## src/inc/upsf_pkg.sv

```systemverilog
/*
  Shared types and constants for the USB port power-state controller.
  Assumes a single 200 MHz system clock and pin-level control inputs.
*/
package upsf_pkg;

  // ----------------------------------------
  // timing
  // ----------------------------------------
  localparam int CLK_PERIOD_PS = 5000;
  localparam int DISCHARGE_PULSE_TIME_US = 200;
  localparam int FAULT_MASK_TIME_US = 5;
  localparam int AUTO_RETRY_PERIOD_MS = 100;
  localparam int ATTACH_BLINK_TIME_US = 10;
  // least times round up
  localparam int DISCHARGE_CYCLES =
    (DISCHARGE_PULSE_TIME_US * 1000000 + CLK_PERIOD_PS - 1) / CLK_PERIOD_PS;
  localparam int MASK_CYCLES = (FAULT_MASK_TIME_US * 1000000 + CLK_PERIOD_PS - 1) / CLK_PERIOD_PS;
  localparam int RETRY_CYCLES = (AUTO_RETRY_PERIOD_MS * 1000 / CLK_PERIOD_PS) * 1000000;
  localparam int BLINK_CYCLES = (ATTACH_BLINK_TIME_US * 1000000 + CLK_PERIOD_PS - 1) / CLK_PERIOD_PS;
  localparam int CNT_W = 32;
  localparam int SYNC_W = 18;

  // ----------------------------------------
  // types
  // ----------------------------------------
  typedef enum logic [2:0] {
    ST_SLEEP, ST_DETECT, ST_BYPASS_OFF, ST_DISCHARGE, ST_ACTIVE, ST_ERROR, ST_CHECK
  } upsf_state_e;

  typedef struct packed {
    logic attach_detect_enable;
    logic port_power_enable;
    logic mode_select_first;
    logic mode_select_second;
    logic emulation_enable;
    logic latch_mode;
  } upsf_ctrl_s;

  typedef struct packed {
    logic thermal_shutdown;
    logic overcurrent;
    logic bus_undervoltage;
    logic discharge_error;
    logic source_overvoltage;
    logic source_undervoltage;
    logic back_voltage_source;
    logic back_voltage_core;
  } upsf_fault_s;

  typedef struct packed {
    logic port_power;
    logic bypass;
    logic discharge;
    logic hs_data;
  } upsf_switch_s;

endpackage : upsf_pkg

```

## src/core/upsf_power_fsm.sv

```systemverilog
/*
  Power-state controller of a USB charging port: Sleep, Detect, Active, Error.
  Assumes all control and comparator inputs are asynchronous levels from pins
  or analog blocks; attach, removal and error-clear are level pulses that the
  detector holds for at least two clock cycles.
*/
`timescale 1ns/1ps
module upsf_power_fsm #(
  parameter int DISCHARGE_CNT = upsf_pkg::DISCHARGE_CYCLES,
  parameter int MASK_CNT = upsf_pkg::MASK_CYCLES,
  parameter int RETRY_CNT = upsf_pkg::RETRY_CYCLES,
  parameter int BLINK_CNT = upsf_pkg::BLINK_CYCLES
) (
  input wire logic clk_sys,
  input wire logic reset,
  input wire upsf_pkg::upsf_ctrl_s ctrl,
  input wire upsf_pkg::upsf_fault_s fault,
  input wire logic attach_event,
  input wire logic removal_event,
  input wire logic bypass_overload,
  input wire logic error_clear,
  output upsf_pkg::upsf_switch_s switches,
  output upsf_pkg::upsf_state_e power_state,
  output logic [2:0] active_mode,
  output logic mode_start,
  output logic back_voltage_flag,
  output logic alert_out,
  output logic alert_oe_n,
  output logic attach_indicator_out,
  output logic attach_indicator_oe_n
);
  import upsf_pkg::*;

  // ----------------------------------------
  // parameter checks
  // ----------------------------------------
  if (DISCHARGE_CNT < 1)
  begin : g_bad_discharge
    $error("upsf_power_fsm: DISCHARGE_CNT must be at least one");
  end

  if (MASK_CNT < 1)
  begin : g_bad_mask
    $error("upsf_power_fsm: MASK_CNT must be at least one");
  end

  if (RETRY_CNT < 1)
  begin : g_bad_retry
    $error("upsf_power_fsm: RETRY_CNT must be at least one");
  end

  if (BLINK_CNT < 1)
  begin : g_bad_blink
    $error("upsf_power_fsm: BLINK_CNT must be at least one");
  end

  // ----------------------------------------
  // input synchronisers
  // ----------------------------------------
  logic [SYNC_W-1:0] sync_meta;
  logic [SYNC_W-1:0] sync_live;
  logic [SYNC_W-1:0] sync_prev;
  wire [SYNC_W-1:0] raw_in = {ctrl, fault, attach_event, removal_event, bypass_overload, error_clear};

  // flushed to zero: a level already high at release reads as one edge
  // two-flop crossing
  always_ff @(posedge clk_sys)
  begin
    if (reset)
    begin
      sync_meta <= '0;
      sync_live <= '0;
      sync_prev <= '0;
    end
    else
    begin
      sync_meta <= raw_in;
      sync_live <= sync_meta;
      sync_prev <= sync_live;
    end
  end

  wire upsf_ctrl_s c = upsf_ctrl_s'(sync_live[SYNC_W-1 -: 6]);
  wire upsf_fault_s f = upsf_fault_s'(sync_live[11:4]);
  wire attach_edge = sync_live[3] & ~sync_prev[3];
  wire removal_edge = sync_live[2] & ~sync_prev[2];
  wire overload = sync_live[1];
  wire clear_edge = sync_live[0] & ~sync_prev[0];
  wire pe_prev = sync_prev[SYNC_W-2];
  // any change of power enable counts, rising or falling
  wire pe_toggle = c.port_power_enable ^ pe_prev;

  // ----------------------------------------
  // functions
  // ----------------------------------------
  // saturating interval counter; cleared whenever its condition is absent
  function automatic logic [CNT_W-1:0] upsf_count(input logic run, input logic [CNT_W-1:0] cnt);
    if (!run)
      return '0;
    else if (cnt == '1)
      return cnt;
    else
      return cnt + CNT_W'(1);
  endfunction : upsf_count

  // limit given as int so package constants pass without a cast
  function automatic logic upsf_reached(input logic [CNT_W-1:0] cnt, input int limit);
    return cnt >= CNT_W'(limit);
  endfunction : upsf_reached

  // ----------------------------------------
  // state and decode
  // ----------------------------------------
  upsf_state_e state;
  upsf_state_e next_state;
  logic attached;
  logic next_attached;
  logic [CNT_W-1:0] timer;
  logic [CNT_W-1:0] bvs_cnt;
  logic [CNT_W-1:0] bvc_cnt;
  logic [CNT_W-1:0] sov_cnt;
  logic [CNT_W-1:0] blink_cnt;

  wire mode_nonzero = c.mode_select_first | c.mode_select_second | c.emulation_enable;
  wire source_ok = ~f.source_undervoltage;
  wire bv_any = f.back_voltage_source | f.back_voltage_core;
  wire active_allowed = c.port_power_enable & mode_nonzero & source_ok
    & (~c.attach_detect_enable | attached);
  wire want_sleep = ~c.attach_detect_enable & (~c.port_power_enable | ~mode_nonzero);
  // automatic attach with attach detect, power enable and a mode already set, source present
  wire auto_attach = attach_edge & c.attach_detect_enable & c.port_power_enable & mode_nonzero & source_ok;
  wire in_active = state == ST_ACTIVE;

  // source back-voltage becomes a fault once held for MASK_CNT cycles, in any state
  wire bvs_expired = upsf_reached(bvs_cnt, MASK_CNT);
  // core back-voltage becomes a fault once held for MASK_CNT cycles, in any state
  wire bvc_expired = upsf_reached(bvc_cnt, MASK_CNT);
  wire sov_expired = upsf_reached(sov_cnt, MASK_CNT);

  wire active_fault = f.thermal_shutdown | f.overcurrent | f.bus_undervoltage | f.discharge_error
    | sov_expired | bvs_expired | bvc_expired;
  // only back-drive or thermal sends Detect to Error
  wire detect_fault = f.thermal_shutdown | bvs_expired | bvc_expired;
  wire sleep_fault = bvs_expired | bvc_expired;
  wire any_fault = f.thermal_shutdown | f.overcurrent | f.bus_undervoltage | f.discharge_error
    | f.source_overvoltage | bv_any;

  // latching restart by clear or power enable toggle
  wire latch_restart = c.latch_mode & (clear_edge | pe_toggle);
  wire retry_done = ~c.latch_mode & upsf_reached(timer, RETRY_CNT);

  // where a clean check or a dropped enabling condition lands
  upsf_state_e settle_state;
  assign settle_state = want_sleep ? ST_SLEEP : (active_allowed ? ST_BYPASS_OFF : ST_DETECT);

  // ----------------------------------------
  // next state
  // ----------------------------------------
  always_comb
  begin
    next_state = state;
    case (state)
      ST_SLEEP:
        if (sleep_fault)
          next_state = ST_ERROR;
        else if (!want_sleep)
          next_state = settle_state;
      ST_DETECT:
        if (detect_fault)
          next_state = ST_ERROR;
        else if (auto_attach || active_allowed)
          next_state = ST_BYPASS_OFF;
        else if (want_sleep)
          next_state = ST_SLEEP;
      ST_BYPASS_OFF:
        next_state = ST_DISCHARGE;
      ST_DISCHARGE:
        if (detect_fault)
          next_state = ST_ERROR;
        // port closes only after the full discharge pulse
        else if (upsf_reached(timer, DISCHARGE_CNT))
          next_state = active_allowed ? ST_ACTIVE : settle_state;
      ST_ACTIVE:
        if (active_fault)
          next_state = ST_ERROR;
        // leave Active once any enabling condition drops
        else if (!active_allowed)
          next_state = settle_state;
      ST_ERROR:
        if (removal_edge || latch_restart || retry_done)
          next_state = ST_CHECK;
      ST_CHECK:
        // return only when every condition has gone
        next_state = any_fault ? ST_ERROR : settle_state;
      default:
        // an unused code falls back to the safest state
        next_state = ST_SLEEP;
    endcase
  end

  // ----------------------------------------
  // attach tracking
  // ----------------------------------------
  always_comb
  begin
    next_attached = attached;
    // removal wins over an attach seen in the same cycle
    if (state == ST_SLEEP || !c.attach_detect_enable || removal_edge)
      next_attached = 1'b0;
    // attach detection only while waiting in Detect
    else if (state == ST_DETECT && attach_edge)
      next_attached = 1'b1;
  end

  // ----------------------------------------
  // switch and indicator decode
  // ----------------------------------------
  upsf_switch_s next_switches;
  logic next_alert;
  logic next_attach_ind;
  logic next_blink;
  logic blink;

  wire port_path = next_state == ST_ACTIVE;
  wire bypass_path = next_state == ST_DETECT;
  wire active_entry = next_state == ST_ACTIVE && state != ST_ACTIVE;

  always_comb
  begin
    next_switches = '0;
    // back-voltage overrides every state so the bypass, port and data switches open at once; discharge is not gated
    // Detect feeds the bus from the core supply
    next_switches.bypass = bypass_path & ~bv_any;
    // port closed in Active; opened at once on back-voltage
    // overvoltage opens the port only through Error, once masked
    next_switches.port_power = port_path & ~bv_any;
    // discharge pulse between bypass off and port on
    next_switches.discharge = next_state == ST_DISCHARGE;
    // data path closed only in Active; mode decode may open it downstream
    next_switches.hs_data = port_path & ~bv_any;
    // Error and Sleep leave every switch open
    if (next_state == ST_ERROR || next_state == ST_CHECK || next_state == ST_SLEEP)
      next_switches = '0;
  end

  // alert holds through Check so a failed check never releases the pin
  // alert on Error entry; released when Check passes
  assign next_alert = (next_state == ST_ERROR) | (next_state == ST_CHECK) |
    (alert_out == 1'b0 && alert_oe_n == 1'b0 && next_state != ST_SLEEP && state != ST_CHECK);

  // toggling while overload on bypass path with source absent
  wire blink_run = c.attach_detect_enable & c.port_power_enable & f.source_undervoltage & overload;
  assign next_blink = blink_run ? (upsf_reached(blink_cnt, BLINK_CNT) ? ~blink : blink) : 1'b0;

  // asserted from attach until removal or attach detect disable; also in Active with attach detection off
  assign next_attach_ind = (next_attached | (~c.attach_detect_enable & port_path)) ^ next_blink;

  // ----------------------------------------
  // registers
  // ----------------------------------------
  always_ff @(posedge clk_sys)
  begin
    if (reset)
    begin
      state <= ST_SLEEP;
      attached <= 1'b0;
      timer <= '0;
    end
    else
    begin
      state <= next_state;
      attached <= next_attached;
      // one timer serves discharge and retry; restarts on each state change
      timer <= upsf_count(next_state == state, timer);
    end
  end

  always_ff @(posedge clk_sys)
  begin
    if (reset)
    begin
      bvs_cnt <= '0;
      bvc_cnt <= '0;
      sov_cnt <= '0;
      blink_cnt <= '0;
      blink <= 1'b0;
    end
    else
    begin
      bvs_cnt <= upsf_count(f.back_voltage_source, bvs_cnt);
      bvc_cnt <= upsf_count(f.back_voltage_core, bvc_cnt);
      // counted only in Active: elsewhere the port is open already
      sov_cnt <= upsf_count(f.source_overvoltage & in_active, sov_cnt);
      // restarts at each toggle so every half period is equal
      blink_cnt <= upsf_count(blink_run & ~upsf_reached(blink_cnt, BLINK_CNT), blink_cnt);
      blink <= next_blink;
    end
  end

  // ----------------------------------------
  // output registers
  // ----------------------------------------
  always_ff @(posedge clk_sys)
  begin
    if (reset)
    begin
      switches <= '0;
      power_state <= ST_SLEEP;
      active_mode <= '0;
      mode_start <= 1'b0;
      back_voltage_flag <= 1'b0;
      alert_out <= 1'b0;
      alert_oe_n <= 1'b1;
      attach_indicator_out <= 1'b0;
      attach_indicator_oe_n <= 1'b1;
    end
    else
    begin
      switches <= next_switches;
      power_state <= next_state;
      // mode restarts on every entry to Active
      mode_start <= active_entry;
      if (active_entry)
        active_mode <= {c.emulation_enable, c.mode_select_second, c.mode_select_first};
      back_voltage_flag <= bv_any;
      alert_out <= 1'b0;
      alert_oe_n <= ~next_alert;
      attach_indicator_out <= 1'b0;
      attach_indicator_oe_n <= ~next_attach_ind;
    end
  end

endmodule : upsf_power_fsm

```

## config.mk

```make
export PLATFORM = sky130hd
export DESIGN_NAME = upsf_power_fsm
export DESIGN_NICKNAME = d
export VERILOG_FILES = /design/src/inc/upsf_pkg.sv /design/src/core/upsf_power_fsm.sv
export SDC_FILE = /design/constraint.sdc
export NUM_CORES = 1
export LEC_CHECK = 0
export BUFFER_PORTS_ARGS = -buffer_cell sky130_fd_sc_hd__clkbuf_2
export CAP_MARGIN = 20
export CORE_AREA = 2 2 125 127
export CTS_CLUSTER_DIAMETER = 120
export CTS_CLUSTER_SIZE = 24
export DETAILED_ROUTE_END_ITERATION = 8
export DIE_AREA = 0 0 127 129
export GPL_TIMING_DRIVEN = 1
export PLACE_DENSITY = 0.92
export SLEW_MARGIN = 20
export SYNTH_ARGS = -nofsm -noshare
export SYNTH_HDL_FRONTEND = slang
export SYNTH_SLANG_ARGS = --single-unit
export TNS_END_PERCENT = 5
```

## constraint.sdc

```tcl
create_clock -name clk_sys -period 5.73 [get_ports clk_sys]
set_input_delay 1.146 -clock clk_sys [delete_from_list [all_inputs] [get_ports clk_sys]]
set_output_delay 1.146 -clock clk_sys [all_outputs]
set_load 0.03 [all_outputs]
```

**Word-level counts from Yosys, hierarchy flattened**

Index checks and enable logic that the tools add are counted.

- Register bits after elaboration: 228
- Word-level logic and storage cells: 151

- Add/sub/neg operators: 5
- Magnitude comparators: 6
- Equality and inequality tests: 19
- Multiplexer cells: 19
- Bitwise operators: 62
- Reductions and logical operators: 21

Operators by type and width:

| kind | number |
|---|---|
| $add 32x1->32 const B | 5 |
| $eq 32x32->1 const B | 5 |
| $ge 32x10->1 const B | 3 |
| $mux 3 | 12 |
| $ge 32x11->1 const B | 1 |
| $ge 32x16->1 const B | 1 |
| $ge 32x25->1 const B | 1 |
| $and 1x1->1 | 21 |
| $pmux 3 s7 | 1 |
| $or 1x1->1 | 20 |
| $not 1->1 | 19 |
| $eq 3x3->1 const B | 6 |
| $reduce_or 2->1 | 6 |
| $eq 3x2->1 const B | 3 |
| $logic_or 1x1->1 | 7 |
| $eq 3x1->1 const B | 2 |
| $logic_not 3->1 | 2 |
| $ne 3x3->1 const B | 2 |
| $logic_and 1x1->1 | 4 |
| $mux 1 | 4 |
| $mux 2 | 2 |
| $eq 3x3->1 | 1 |
| $reduce_bool 3->1 | 1 |
| $xor 1x1->1 | 2 |
| $logic_not 1->1 | 1 |

**Logic depth before layout (Yosys ltp)**

Gate-level depths: netlist of run 1.

- Word-level depth: 16
- Mapped depth: 10
- Mapped depth without buffers: 8

**Worst setup path before layout of run 1**

No wires, ideal clock.

- Kind: register to register
- Start point: reg power_state[0] (netlist name)
- End point: reg timer[10]
- Arrival time: 2.565 ns
- Data required time: 5.641 ns
- Slack: 3.076 ns
- Stages on the path, launching flop included: 10
- Buffers on the path: 2
- Path through: dfxtp_1 -> buf_2 -> inv_1 -> or2_2 -> a211oi_1 -> o21ai_0 -> o221a_2 -> o31a_1 -> buf_1 -> nor4_2

RTL lines:

| item | line | source |
|---|---|---|
| end signal, assigned | upsf_power_fsm.sv:274 | `timer <= upsf_count(next_state == state, timer);` |
| end, declared | upsf_power_fsm.sv:118 | `logic [CNT_W-1:0] timer;` |

**Final worst setup path of run 1**

- Start point: reg bvc_cnt[12]
- End point: reg timer[0]

- Longest elaborated chain between the ends: 7
- Elaborated cells on any way between the ends: 12

Ends and longest elaborated chain:

| item | line | source |
|---|---|---|
| start, declared | upsf_power_fsm.sv:120 | `logic [CNT_W-1:0] bvc_cnt;` |
| start signal, assigned | upsf_power_fsm.sv:291 | `bvc_cnt <= upsf_count(f.back_voltage_core, bvc_cnt);` |
| $ge 32x10->1 * | upsf_power_fsm.sv:108 | `return cnt >= CNT_W'(limit);` |
| $or 1x1->1 (on tied branches) | upsf_power_fsm.sv:141, upsf_power_fsm.sv:143, upsf_power_fsm.sv:144 |  |
| $mux 3 (on tied branches) | - |  |
| $pmux 3 s7 * | upsf_power_fsm.sv:162 | `case (state)` |
| $eq 3x3->1 * | upsf_power_fsm.sv:274 |  |
| $not 1->1 (no source line) * | - |  |
| $reduce_or 2->1 (no source line) * | - |  |

Mark *: on every way between the ends. The rest lies on a longest branch, timed or not.
A chain may end at the register's enable or synchronous reset.

==> results of run 1 <==
## layer usage
metal | vias up | share of wire | wire, um
met5 | - | 0 | 0
met4 | 0 | 0.028 | 536
met3 | 50 | 0.041 | 786
met2 | 206 | 0.49 | 9528
met1 | 3607 | 0.44 | 8501
li1 | 3742 | - | -
## sequential cells by signal (all words and copies together) (netlist names), 3 cells and up
signal,cells
blink_cnt,32
bvc_cnt,32
bvs_cnt,32
sov_cnt,32
timer,32
sync_live,18
sync_meta,18
sync_prev,4
active_mode,3
power_state,3
switches,3
## logic make-up (layout without fill, tap and decap cells)
logic type,after synthesis,in the layout,share of synthesized area
multiplexers,4,4,0.004154
XOR/XNOR,123,123,0.1125
other,1,23,0.0003890
flip-flops,215,215,0.4465
adder cells (fa/ha/maj),10,10,0.01298
buffers and inverters,71,82,0.03219
AO/OA/AOI/OAI,95,95,0.07010
AND/OR/NAND/NOR,531,531,0.3211
## how the worst max path moves through the flow
stage	from	to
2_1_floorplan	power_state[0]$_SDFF_PP0_	timer[10]$_SDFFE_PP0P_
5_1_grt	bvc_cnt[12]$_SDFFE_PP0P_	timer[31]$_SDFFE_PP0P_
3_5_place_dp	bvc_cnt[12]$_SDFFE_PP0P_	timer[0]$_SDFFE_PP0P_
4_1_cts	bvc_cnt[12]$_SDFFE_PP0P_	timer[0]$_SDFFE_PP0P_
6_report	bvc_cnt[12]$_SDFFE_PP0P_	timer[0]$_SDFFE_PP0P_
3_3_place_gp	reset	sov_cnt[18]$_SDFFE_PP0P_
## where the power goes
group	internal (mW)	total, mW	switching [mW]
registers	1.52	1.54	0.0195
clock network	0.408	0.865	0.457
logic	0.0394	0.122	0.0823
total	1.97	2.53	0.559
## metrics by stage
stage / utilization / power (mW) / cell area (um2) / setup WS, ps / hold slack (ps)
6_report: 0.6893 / 2.525 / 10320 / 2641 / 432.5
5_1_grt: 0.6893 / 2.607 / 10320 / 2427 / 457.3
4_1_cts: 0.6890 / 2.536 / 10320 / 2681 / 437.8
3_5_place_dp: 0.6670 / 1.693 / 9990 / 2707 / 420.4
3_3_place_gp: 0.6660 / 1.688 / 9975 / 2777 / 416.4
2_1_floorplan: - / 1.668 / 9722 / 3076 / 413.8
## area by class of cell
class / count / area share
well taps: 188 / 0.02279
inverters: 30 / 0.01091
clock buffers: 14 / 0.03187
flip-flops and latches: 215 / 0.4169
repair buffers: 38 / 0.02036
multi-input cells: 786 / 0.4971
## cell usage in the layout (no fill, tap or decap), drive strengths merged, types with 36 or more instances in the layout
master    n
nor2    131
clkbuf   47
nor2b    41
nor4     69
nand2    72
xor2     64
nand3    36
nand4    54
xnor2    59
dfxtp   215
## synthesized netlist by cell type, drive strengths merged, types with 2 or more instances
| cell type | n | share of area |
|---|---|---|
| nand2 | 72 | 0.028 |
| o31ai | 2 | 0.0021 |
| o2111ai | 3 | 0.0027 |
| a31oi | 2 | 0.0013 |
| nor3 | 26 | 0.013 |
| nand4 | 54 | 0.035 |
| and3 | 20 | 0.013 |
| xnor2 | 59 | 0.054 |
| and2 | 6 | 0.0039 |
| or4 | 2 | 0.0019 |
| clkbuf | 24 | 0.0093 |
| nand3 | 36 | 0.019 |
| or2 | 8 | 0.0055 |
| buf | 17 | 0.011 |
| o21ai | 24 | 0.012 |
| o311ai | 4 | 0.0044 |
| nand2b | 8 | 0.0052 |
| a211oi | 6 | 0.0047 |
| dfxtp | 215 | 0.45 |
| nand3b | 3 | 0.0023 |
| a31o | 2 | 0.0018 |
| a2bb2oi | 2 | 0.0025 |
| o221a | 2 | 0.0023 |
| inv | 30 | 0.012 |
| a21oi | 25 | 0.013 |
| or3 | 18 | 0.012 |
| ha | 10 | 0.013 |
| nor4b | 3 | 0.0027 |
| nor2 | 131 | 0.051 |
| o21a | 2 | 0.0016 |
| and4 | 29 | 0.026 |
| xor2 | 64 | 0.058 |
| o41ai | 3 | 0.0027 |
| nor4 | 69 | 0.071 |
| o21bai | 2 | 0.0016 |
| nor2b | 41 | 0.027 |
| a2111oi | 4 | 0.0051 |
| nor3b | 3 | 0.0023 |
| mux2i | 4 | 0.0042 |
| o41a | 2 | 0.0023 |
==> impl_summary.md, run 1 <==
Status
The flow ran to the end, and the final reports show no timing, DRC or antenna violations.

Critical path
The required time of the critical path is 6050 ps. The arrival time reported for the critical path endpoint is 3410 ps. The worst register-to-register path begins at bvc_cnt[12]$_SDFFE_PP0P_. Counting cells, the worst reg-to-reg path comes to 8. The launching element type of the critical path is a register.

The slack of the worst reg-to-reg path is 2640 ps. On the critical path, the stage with the largest delay is an instance of sky130_fd_sc_hd__nor4_4. Walking the worst path, the cells encountered are nor4_1 > nand4_1 > nor4_4 > nor2_1 > nor4_4 > xnor2_2 > buf_4 > nor4_1. In this run the worst path has a maximum fanout of 32.

The type of element capturing the critical path is a register. The endpoint identified for the worst register-to-register timing path is timer[0]$_SDFFE_PP0P_. Counting both buffers and inverters, the worst setup path holds a total of 1.

In this design, the stage delay of the slowest critical-path cell is 580 ps. The class of the most critical setup path is register to register. The number of logic stages on the critical path including buffering is 8. Among cell families on the critical path, the largest total delay comes from simple AND/OR/NAND/NOR gates.

Cells and area
The layout has 1103 filler cells. The repair_antennas step left the layout with diodes totalling 0. The post-route non-filler standard cell count is 1271. From synthesis to final layout, the design area changed by 7.101%. In the final layout, flip-flops and latches occupy 4304 um2. The share of cells above drive strength 1 is 0.1034. In the final design database the tool counted 1113 nets. The multi-input logic area is 5132 um2.

Floorplan
The initialized floorplan defines 45 standard-cell rows. The die covers 16380 um2. The number of ports placed on the die boundary is 36.

The initial utilization of the core area, before any placement, comes to 0.6436. The area of the core is 14980 um2. From left edge to right edge, the die measures 127 um. In this run the vertical extent of the chip is 129 um.

Global routing
Global routing finished with a remaining overflow of 0. met2 is the most crowded layer. The largest net degree at the start of global routing is 37. The number of global-route vias before repair is 7348. The combined global-route utilization of all metal layers is 0.2406. The first-pass GRT wire length is 33380 um. The number of antenna violations at the first check in global routing was 0.

For met3 alone, demand over resource in global routing was 0.02869. For met2 alone, demand over resource in global routing was 0.4235. The global routing usage on met1 is 0.3102.

Clocking
For the worst-skew pair, the clock arrives at the later sink with an insertion delay of 470 ps. The worst-case clock buffer depth is 3. The CTS sink count is 215. TritonCTS created 12 clock buffers. CTS placed an instance of sky130_fd_sc_hd__clkbuf_16 at the clock tree root. The count of hold-fix buffers inserted at cts is 0. The post-CTS setup buffer count is 0. In this run the number of H-tree levels came out at 1.

In this run, post-CTS repair resized a total of 0 instances. The clock transition at the register clock pins on the worst setup and hold paths after CTS is 90 ps. The CTS tree is yes.

Synth
The total of flip-flops plus latches after synthesis is 215. In the synthesized netlist the dominant register cell turns out to be sky130_fd_sc_hd__dfxtp_1. The proportion of synthesized chip area in sequential cells is 0.4465. The mapped netlist covers 9639 um2. The netlist uses 68 different library cells. The number of enable-type register cells in the synthesized netlist is 0. The mean area per synthesized cell is 9.180 um2. The synthesized netlist cell count is 1050.

The share of synthesized registers carrying an async set or reset is 0. For this run, the number of Yosys warnings is 0.

Power and ir drop
For this design the ratio of total power to cell area is 244.6 nW/um2. The maximum vdd ir drop is 0.0002733 V. The leakage component of the power is 3.429 nW.

Drt
The starting DRC count in detailed routing is 749. The detail-routed via count per cell is 5.983. For this run, design rule violations remaining after detail routing come to 0.

The detailed-route wire length is 19350 um. The routed layout has 7605 vias. After detailed routing, the average wire length per cell comes to 15.23 um.

The remaining antenna violation count after routing is 0. The number of iterations in the first detailed-routing pass is 5.

Timing
Setup violations remaining at the end of the flow were counted as 0. The final cycle utilization of the critical path is 0.5390. Setup repair after global routing left no endpoint under its margin. Summed over all failing endpoints, the final setup total negative slack is 0 ps.

Across the routed clock network, the largest skew measured is 15.87 ps. Headroom to the max-slew limit came out at 0.2657. The post-layout minimum cycle time is 3089 ps. The final-report hold violation count is 0. The slew at the pin closest to its max-slew limit is 1074 ps. The number of max-slew violations in the final report is 0. Derived from the worst setup path, the maximum achievable clock frequency is 0.3238 GHz.

Min path
Counting instances, the worst hold path has a depth of 1. The worst-case hold path end point is sync_live[3]$_SDFF_PP0_. The startpoint of the most critical hold path is sync_meta[3]$_SDFF_PP0_. The path class of the tightest hold or removal check is register to register.

Place
The HPWL after detailed placement is 13360 um. The number of placed instances with taps included is 1257. The count of buffers inserted at the top-level ports is 33. The routability congestion estimate from global placement is 0.9305.

Job
Across the run, the number of max-cap violations was 0.
No activity file was read; power rests on OpenSTA's default activity.
==> run 2, diff against run 1 <==
Settings changed: CORE_AREA 2 2 125 127 to 2 2 135 137, DIE_AREA 0 0 127 129 to 0 0 137 139, PLACE_DENSITY 0.92 to 0.85.
Clock period 5.73 ns to 2.5 ns, I/O delays scaled along.
==> impl_summary.md, run 2 (synthesized netlist as in run 1, its figures left out) <==
Status
The flow ran to the end, but the final reports show violations. The final reports fail on negative setup slack.

Cells and area
The multi-input logic area is 5324 um2 (+3.7%). The final standard cell utilization of the core is 0.6451 (-0.04418). The commonest non-fill, non-tap cell in the layout is sky130_fd_sc_hd__dfxtp_1. The area growth from synthesis to layout is 18.17%. The post-route non-filler standard cell count is 1417 (+11%). The number of antenna repair diodes came to 0 (unchanged). The number of fillers in the final layout came to 1368 (+24%).

The total number of nets in the final design is 1218 (+9.4%). The share of cells above drive strength 1 is 0.2012 (+0.09776). The final instance area is 11390 um2 (+10%). In the layout the commonest cells are 210 x sky130_fd_sc_hd__dfxtp_1, 131 x sky130_fd_sc_hd__nor2_1, 107 x sky130_fd_sc_hd__buf_4. The sequential standard cell area is 4310 um2 (+0.15%).

Critical path
The logic depth of the worst register-to-register path was 9 (+1). The worst setup path is launched from a register. The required time of the critical path was 2870 ps (-3180 ps).

The highest net fanout along the worst path is 23 (-28%). The class of the most critical setup path is register to register. The arrival time reported for the critical path endpoint came to 2970 ps (-440 ps).

STA classifies the critical path endpoint as a register.

Power and ir drop
The leakage component of the power is 4.000 nW (+17%). The power density over the cells is 514.9 nW/um2 (+110%). The maximum vdd ir drop is 0.0008271 V (+200%).

Timing
The headroom to the max-slew limit is 0.6158 (+0.3501). The worst hold slack after final layout is 243.8 ps (-188.8 ps). The final number of setup-violating endpoints was 34 (+34). The number of max-slew violations in the final report is 0 (unchanged). The final clock skew is 16.60 ps (+0.7233 ps). The post-layout minimum cycle time is 2597 ps (-492.0 ps). The worst setup margin is -96.64 ps (-2738 ps). The final-report hold violation count is 0 (unchanged). The final cycle utilization of the critical path is 1.039 (+0.4996). Setup repair after global routing could not meet its margin everywhere. The maximum clock frequency is 0.3851 GHz (+19%). The slew at the pin closest to its max-slew limit was 576.3 ps (-497.4 ps).

Floorplan
The die footprint is 19040 um2 (+16%). The area of the core was 17660 um2 (+18%). The die span in x is 137 um (+7.9%). The effective utilization at floorplan is 0.5459 (-0.09769). The die height is 139 um (+7.8%). The number of ports placed on the die boundary came to 36 (unchanged). The floorplan row count was 49 (+8.9%).

Global routing
The global routing met2 resource utilization is 0.3606 (-0.06290). The total global routing overflow is 0 (unchanged). The combined global-route utilization of all metal layers is 0.2157 (-0.02493).

The first-pass GRT wire length is 34720 um (+4.0%). The number of antenna violations at the first check in global routing is 0 (unchanged). The global routing usage on met1 was 0.2862 (-0.02398). The number of global-route vias before repair is 7573 (+3.1%). The largest net degree at the start of global routing came to 34 (-8.1%).

The met3 global-route usage is 0.02778 (-0.0009125). The global routing stage identified its most utilized layer as met2.

Place
The worst setup timing slack at the placement stage is -93.63 ps (-2801 ps). The routability congestion estimate from global placement was 0.9109 (-2.1%). The total half-perimeter wirelength after legalization and detailed placement is 14210 um (+6.3%).

The area after detailed placement is 10850 um2 (+8.6%). The number of placed instances with taps included is 1401 (+11%). The count of buffers inserted at the top-level ports was 33 (unchanged).

Clocking
The CTS sink count is 215 (unchanged). The clock tree root driver cell is sky130_fd_sc_hd__clkbuf_16. The clock transition at the register clock pins on the worst setup and hold paths after CTS is 90 ps (about the same). The number of buffers created by CTS was 12 (unchanged). The count of H-tree levels built during CTS is 1 (unchanged). The CTS tree is yes. The clock latency at the later pin of the worst-skew pair is 470 ps (about the same). The worst-case clock buffer depth is 3 (unchanged).

Drt
The average wire per standard cell is 14.55 um (-4.4%). The DRC violation count after routing is 0 (unchanged). The starting DRC count in detailed routing is 573 (-23%).

The detail-routed via count per cell is 5.682 (-5.0%). The total number of vias is 8051 (+5.9%). The number of iterations in the first detailed-routing pass is 5 (unchanged).

The remaining antenna violation count after routing came to 0 (unchanged). The detailed-route wire length is 20620 um (+6.6%).

Job
The max-capacitance violation count is 0 (unchanged).

Min path
The class of the most critical hold timing path is primary input to register. The number of cells on the worst hold path is 2 (+1).
==> run 2: changes by cell type in the layout (fill, tap and decap cells not counted), moves of 2 or more <==
cell / before / now
sky130_fd_sc_hd__a211oi_1: 6 / 4
sky130_fd_sc_hd__nand2_2: 2 / 0
sky130_fd_sc_hd__dfxtp_2: 0 / 5
sky130_fd_sc_hd__nand2_1: 70 / 72
sky130_fd_sc_hd__nor4_1: 33 / 27
sky130_fd_sc_hd__dfxtp_1: 215 / 210
sky130_fd_sc_hd__buf_12: 0 / 3
sky130_fd_sc_hd__nor4_4: 3 / 10
sky130_fd_sc_hd__buf_4: 4 / 107
==> run 2: area by class of cell <==
class                   count  area share
well taps                 229     0.02515
flip-flops and latches    215      0.3784
clock buffers              14     0.02889
inverters                  30    0.009886
repair buffers            143     0.09029
multi-input cells         786      0.4674
==> run 2: metal layers <==
metal | vias up | wire (um)
li1 | 3973 | -
met3 | 44 | 853
met5 | - | 0
met1 | 3811 | 9206
met2 | 223 | 10030
met4 | 0 | 531
==> run 2: path summary, 6_finish.rpt <==
kind,start,to,slack [ps]
min reg2reg,sync_meta[1]$_SDFF_PP0_,sync_live[1]$_SDFF_PP0_,430
max reg2reg,timer[17]$_SDFFE_PP0P_,timer[17]$_SDFFE_PP0P_,-100
max,timer[17]$_SDFFE_PP0P_,timer[17]$_SDFFE_PP0P_,-100
min,ctrl[3],sync_meta[15]$_SDFF_PP0_,240
==> run 2: worst max-delay path: stages (launching register included) <==
cell                       delay [ps]
sky130_fd_sc_hd__dfxtp_2          330
sky130_fd_sc_hd__or3_4            400
sky130_fd_sc_hd__and3_4           180
sky130_fd_sc_hd__or4_4            470
sky130_fd_sc_hd__a311oi_4         310
sky130_fd_sc_hd__nor4_4            80
sky130_fd_sc_hd__buf_4            170
sky130_fd_sc_hd__xnor2_4          130
sky130_fd_sc_hd__buf_12           180
sky130_fd_sc_hd__nor4_4           240
==> run 2: power by group <==
part,switching (mW),internal [mW],total (mW),leakage (nW)
logic,0.225,0.137,0.363,2.09
clock network,1.05,0.937,1.98,0.161
registers,0.0382,3.48,3.52,1.75
total,1.31,4.56,5.87,4.00
==> run 2: metrics by stage <==
step | TNS [ps] | power, mW
3_5_place_dp | -1891 | 3.932
5_1_grt | -5500 | 6.070
4_1_cts | -1361 | 5.884
6_report | -1919 | 5.865
3_3_place_gp | -101.7 | 3.923
2_1_floorplan | 0 | 3.826
==> run 2: repair_timing <==
item,4_1_cts,5_1_grt
hold buffers,0,0
cloned,0,0
resized for setup,4,29
pin swaps,4,16
setup buffers,1,1
endpoints found under the hold margin,0,0
setup endpoints to repair,37,64
==> run 3, diff against run 2 <==
Settings changed: ABC_AREA set to 1, ABC_CLOCK_PERIOD_IN_PS set to 2500, CORE_AREA 2 2 135 137 to 2 2 141 143, DIE_AREA 0 0 137 139 to 0 0 143 145.
==> impl_summary.md, run 3 <==
Status
The run finished with clean final reports.

Floorplan
The die footprint is 20740 um2 (+8.9%). The die span in x was 143 um (+4.4%). The area of the core is 19210 um2 (+8.8%). The die height came to 145 um (+4.3%). The floorplan row count was 51 (+4.1%).

The number of ports placed on the die boundary is 36 (unchanged). The effective utilization at floorplan is 0.5542 (+0.008313).

Timing
The final cycle utilization of the critical path came to 0.9482 (-0.09047). The post-layout minimum cycle time is 2370 ps (-226.2 ps). The final clock skew came to 16.14 ps (-0.4545 ps). The final number of setup-violating endpoints is 0 (-100%). The number of max-slew violations in the final report is 0 (unchanged). The slew at the pin closest to its max-slew limit is 512.2 ps (-64.08 ps). The headroom to the max-slew limit is 0.6554 (+0.03957). The worst setup margin was 129.5 ps (+226.2 ps). The final-report hold violation count was 0 (unchanged).

The maximum clock frequency is 0.4219 GHz (+9.5%).

Synth
The adder-cell share of the synthesized area came to 0.01175 (-0.001227). The cell with the most instances after synthesis is sky130_fd_sc_hd__nand2_1. The synthesized-area fraction occupied by ao, oa, aoi and oai cells is 0.07205 (+0.001956). The dominant combinational cell family by area after synthesis is simple AND/OR/NAND/NOR gates.

The xor/xnor share of the synthesized area is 0.05759 (-0.05495). The mean area per synthesized cell is 6.828 um2 (-26%). The portion of netlist area occupied by mux cells is 0 (-0.004154).

The total of flip-flops plus latches after synthesis is 215 (unchanged). In the synthesized netlist the dominant register cell turns out to be sky130_fd_sc_hd__dfxtp_1. By area the synthesized netlist is led by sky130_fd_sc_hd__dfxtp_1 40%, sky130_fd_sc_hd__nand2_1 11%, sky130_fd_sc_hd__nor2_1 9.3%, sky130_fd_sc_hd__inv_1 9.1%, sky130_fd_sc_hd__xor2_1 4.8%. Ranked by instance count, the synthesized netlist is headed by 306 x sky130_fd_sc_hd__nand2_1, 264 x sky130_fd_sc_hd__nor2_1, 259 x sky130_fd_sc_hd__inv_1. The share of the synthesized area in the top cell type is 0.4043 (-0.04220).

Summed over all instances, the cell type with the most area after synthesis is sky130_fd_sc_hd__dfxtp_1. The number of enable-type register cells in the synthesized netlist was 0 (unchanged). The proportion of synthesized chip area in sequential cells is 0.4043 (-0.04220). The synthesized netlist cell count was 1559 (+48%). The share of synthesized registers carrying an async set or reset came to 0 (unchanged). The share of synthesized cell area in and, or, nand and nor gates is 0.3460 (+0.02490).

The count of different cell masters after synthesis was 41 (-40%). The synthesis warning total is 0 (unchanged). The cell area after synthesis is 10650 um2 (+10%).

Drt
The number of iterations in the first detailed-routing pass is 6 (+1). The detailed-route wire length is 23550 um (+14%). The starting DRC count in detailed routing is 681 (+19%). The average wire per standard cell came to 12.48 um (-14%). The detail-routed via count per cell is 5.114 (-10%). The total number of vias came to 9650 (+20%).

The remaining antenna violation count after routing is 0 (unchanged). The DRC violation count after routing is 0 (unchanged).

Global routing
The total global routing overflow is 0 (unchanged). The first-pass GRT wire length is 40770 um (+17%). The global routing usage on met1 is 0.3130 (+0.02683). The met3 global-route usage is 0.02574 (-0.002035).

The combined global-route utilization of all metal layers was 0.2315 (+0.01586). The global routing met2 resource utilization is 0.3943 (+0.03369). The number of antenna violations at the first check in global routing is 0 (unchanged). The largest net degree at the start of global routing is 35 (+2.9%).

The number of global-route vias before repair is 9146 (+21%). The peak-usage layer in the global routing report is met2.

Clocking
The clock tree root driver cell is sky130_fd_sc_hd__clkbuf_16. The count of H-tree levels built during CTS was 1 (unchanged). The CTS sink count is 215 (unchanged).

The clock latency at the later pin of the worst-skew pair is 480 ps (about the same). The clock transition at the register clock pins on the worst setup and hold paths after CTS was 100 ps (about the same). The number of buffers created by CTS is 12 (unchanged).

TritonCTS built the clock tree. The worst-case clock buffer depth is 3 (unchanged).

Cells and area
The share of cells above drive strength 1 came to 0.08015 (-0.1210). The sequential standard cell area is 4304 um2 (-0.14%). The total number of nets in the final design is 1652 (+36%). In the layout the commonest cells are 305 x sky130_fd_sc_hd__nand2_1, 258 x sky130_fd_sc_hd__inv_1, 255 x sky130_fd_sc_hd__nor2_1. The final standard cell utilization of the core came to 0.6054 (-0.03976). The commonest non-fill, non-tap cell in the layout is sky130_fd_sc_hd__nand2_1. The number of fillers in the final layout is 1743 (+27%). The multi-input logic area was 5328 um2 (about the same). The number of antenna repair diodes is 0 (unchanged).

The area growth from synthesis to layout is 9.227%.

Critical path
The critical path goes through nand2_1 > nor2_1 > nand2_1 > nand3_1 > nor2_1 > o211ai_1 > nor2_4 > nand2_2 > nand2_2 > nand3_2 > buf_12 > inv_2 > and3_1. For this design, the slowest cell found on the critical path is sky130_fd_sc_hd__dfxtp_1. The launching element type of the critical path is a register. The type of element capturing the critical path is a register.

In this design, the largest share of critical-path delay is due to simple AND/OR/NAND/NOR gates. The peak per-stage delay on the critical path is 410 ps (-60 ps). The highest net fanout along the worst path was 30 (+30%). The arrival time reported for the critical path endpoint is 2740 ps (-230 ps). The count of buffer and inverter cells on the critical path came to 2 (unchanged). The class of the most critical setup path is register to register. The required time of the critical path is 2870 ps (about the same).

Power and ir drop
The maximum vdd ir drop is 0.0004061 V (-51%). The power density over the cells is 510.0 nW/um2 (-0.95%). The leakage component of the power is 5.123 nW (+28%).

Job
The max-capacitance violation count is 0 (unchanged).

Min path
The tightest min-delay check is of the primary input to register type.

Place
The count of buffers inserted at the top-level ports came to 33 (unchanged). The worst setup timing slack at the placement stage is 157.4 ps (+251.0 ps). The routability congestion estimate from global placement is 0.9359 (+2.7%). The total half-perimeter wirelength after legalization and detailed placement was 17830 um (+26%).
## run 3: worst register-to-register path, cell delays in order, from the launching register on
cell and delay [ps]:
sky130_fd_sc_hd__dfxtp_1 410, sky130_fd_sc_hd__nand2_1 140, sky130_fd_sc_hd__nor2_1 320, sky130_fd_sc_hd__nand2_1 120, sky130_fd_sc_hd__nand3_1 100, sky130_fd_sc_hd__nor2_1 80
sky130_fd_sc_hd__o211ai_1 310, sky130_fd_sc_hd__nor2_4 80, sky130_fd_sc_hd__nand2_2 110, sky130_fd_sc_hd__nand2_2 60, sky130_fd_sc_hd__nand3_2 80, sky130_fd_sc_hd__buf_12 210
sky130_fd_sc_hd__inv_2 70, sky130_fd_sc_hd__and3_1 160
## run 3: cell type report
cell class / instances / share of cell area
well taps: 265 / 0.02852
inverters: 267 / 0.08619
repair buffers: 52 / 0.02862
flip-flops and latches: 215 / 0.3702
clock buffers: 14 / 0.02830
multi-input cells: 1074 / 0.4582
## run 3: worst paths after layout
check,start,endpoint,slack (ps),cells past startpoint
hold reg to reg,sync_meta[2]$_SDFF_PP0_,sync_live[2]$_SDFF_PP0_,390,2
hold / removal,fault[4],sync_meta[8]$_SDFF_PP0_,210,3
setup / recovery,sov_cnt[7]$_SDFFE_PP0P_,timer[0]$_SDFFE_PP0P_,130,13
setup reg to reg,sov_cnt[7]$_SDFFE_PP0P_,timer[0]$_SDFFE_PP0P_,130,13
## run 3: routing by layer
layer  share of wire  wire length [um]
met3           0.053              1247
met1            0.46             10830
met4           0.018               414
met5               0                 0
met2            0.47             11050
## run 3: kinds of logic after synthesis
family | after synthesis
xor gates and xnor gates | 70
and+or+nand+nor | 826
AOI/OAI and AO/OA | 145
adders and majority gates | 10
buffers and inverters | 292
other | 1
DFF | 215
## run 3: where the power goes
group,leakage (nW),internal [mW],switching [mW]
sequential,1.75,3.49,0.0372
combinational,3.21,0.123,0.259
clock,0.161,0.938,1.09
total,5.12,4.55,1.38
## run 3: metrics by stage
step                std cells  setup TNS (ps)  cell area, um2  hold WS [ps]  power [mW]
floorplan                1581               0           10730         388.3       3.879
global placement         1872               0           11240         391.2       3.972
detailed placement       1872               0           11240         393.5       3.983
CTS                      1886               0           11570         196.6       5.981
global route             1887          -49.46           11630         200.8       6.148
finish                   1887               0           11630         208.3       5.930
## run 3: what timing repair did
action / 4_1_cts / 5_1_grt
buffers inserted: 0 / 1
endpoints found under the setup margin: 0 / 21
resized for setup: 0 / 16
hold buffers: 0 / 0
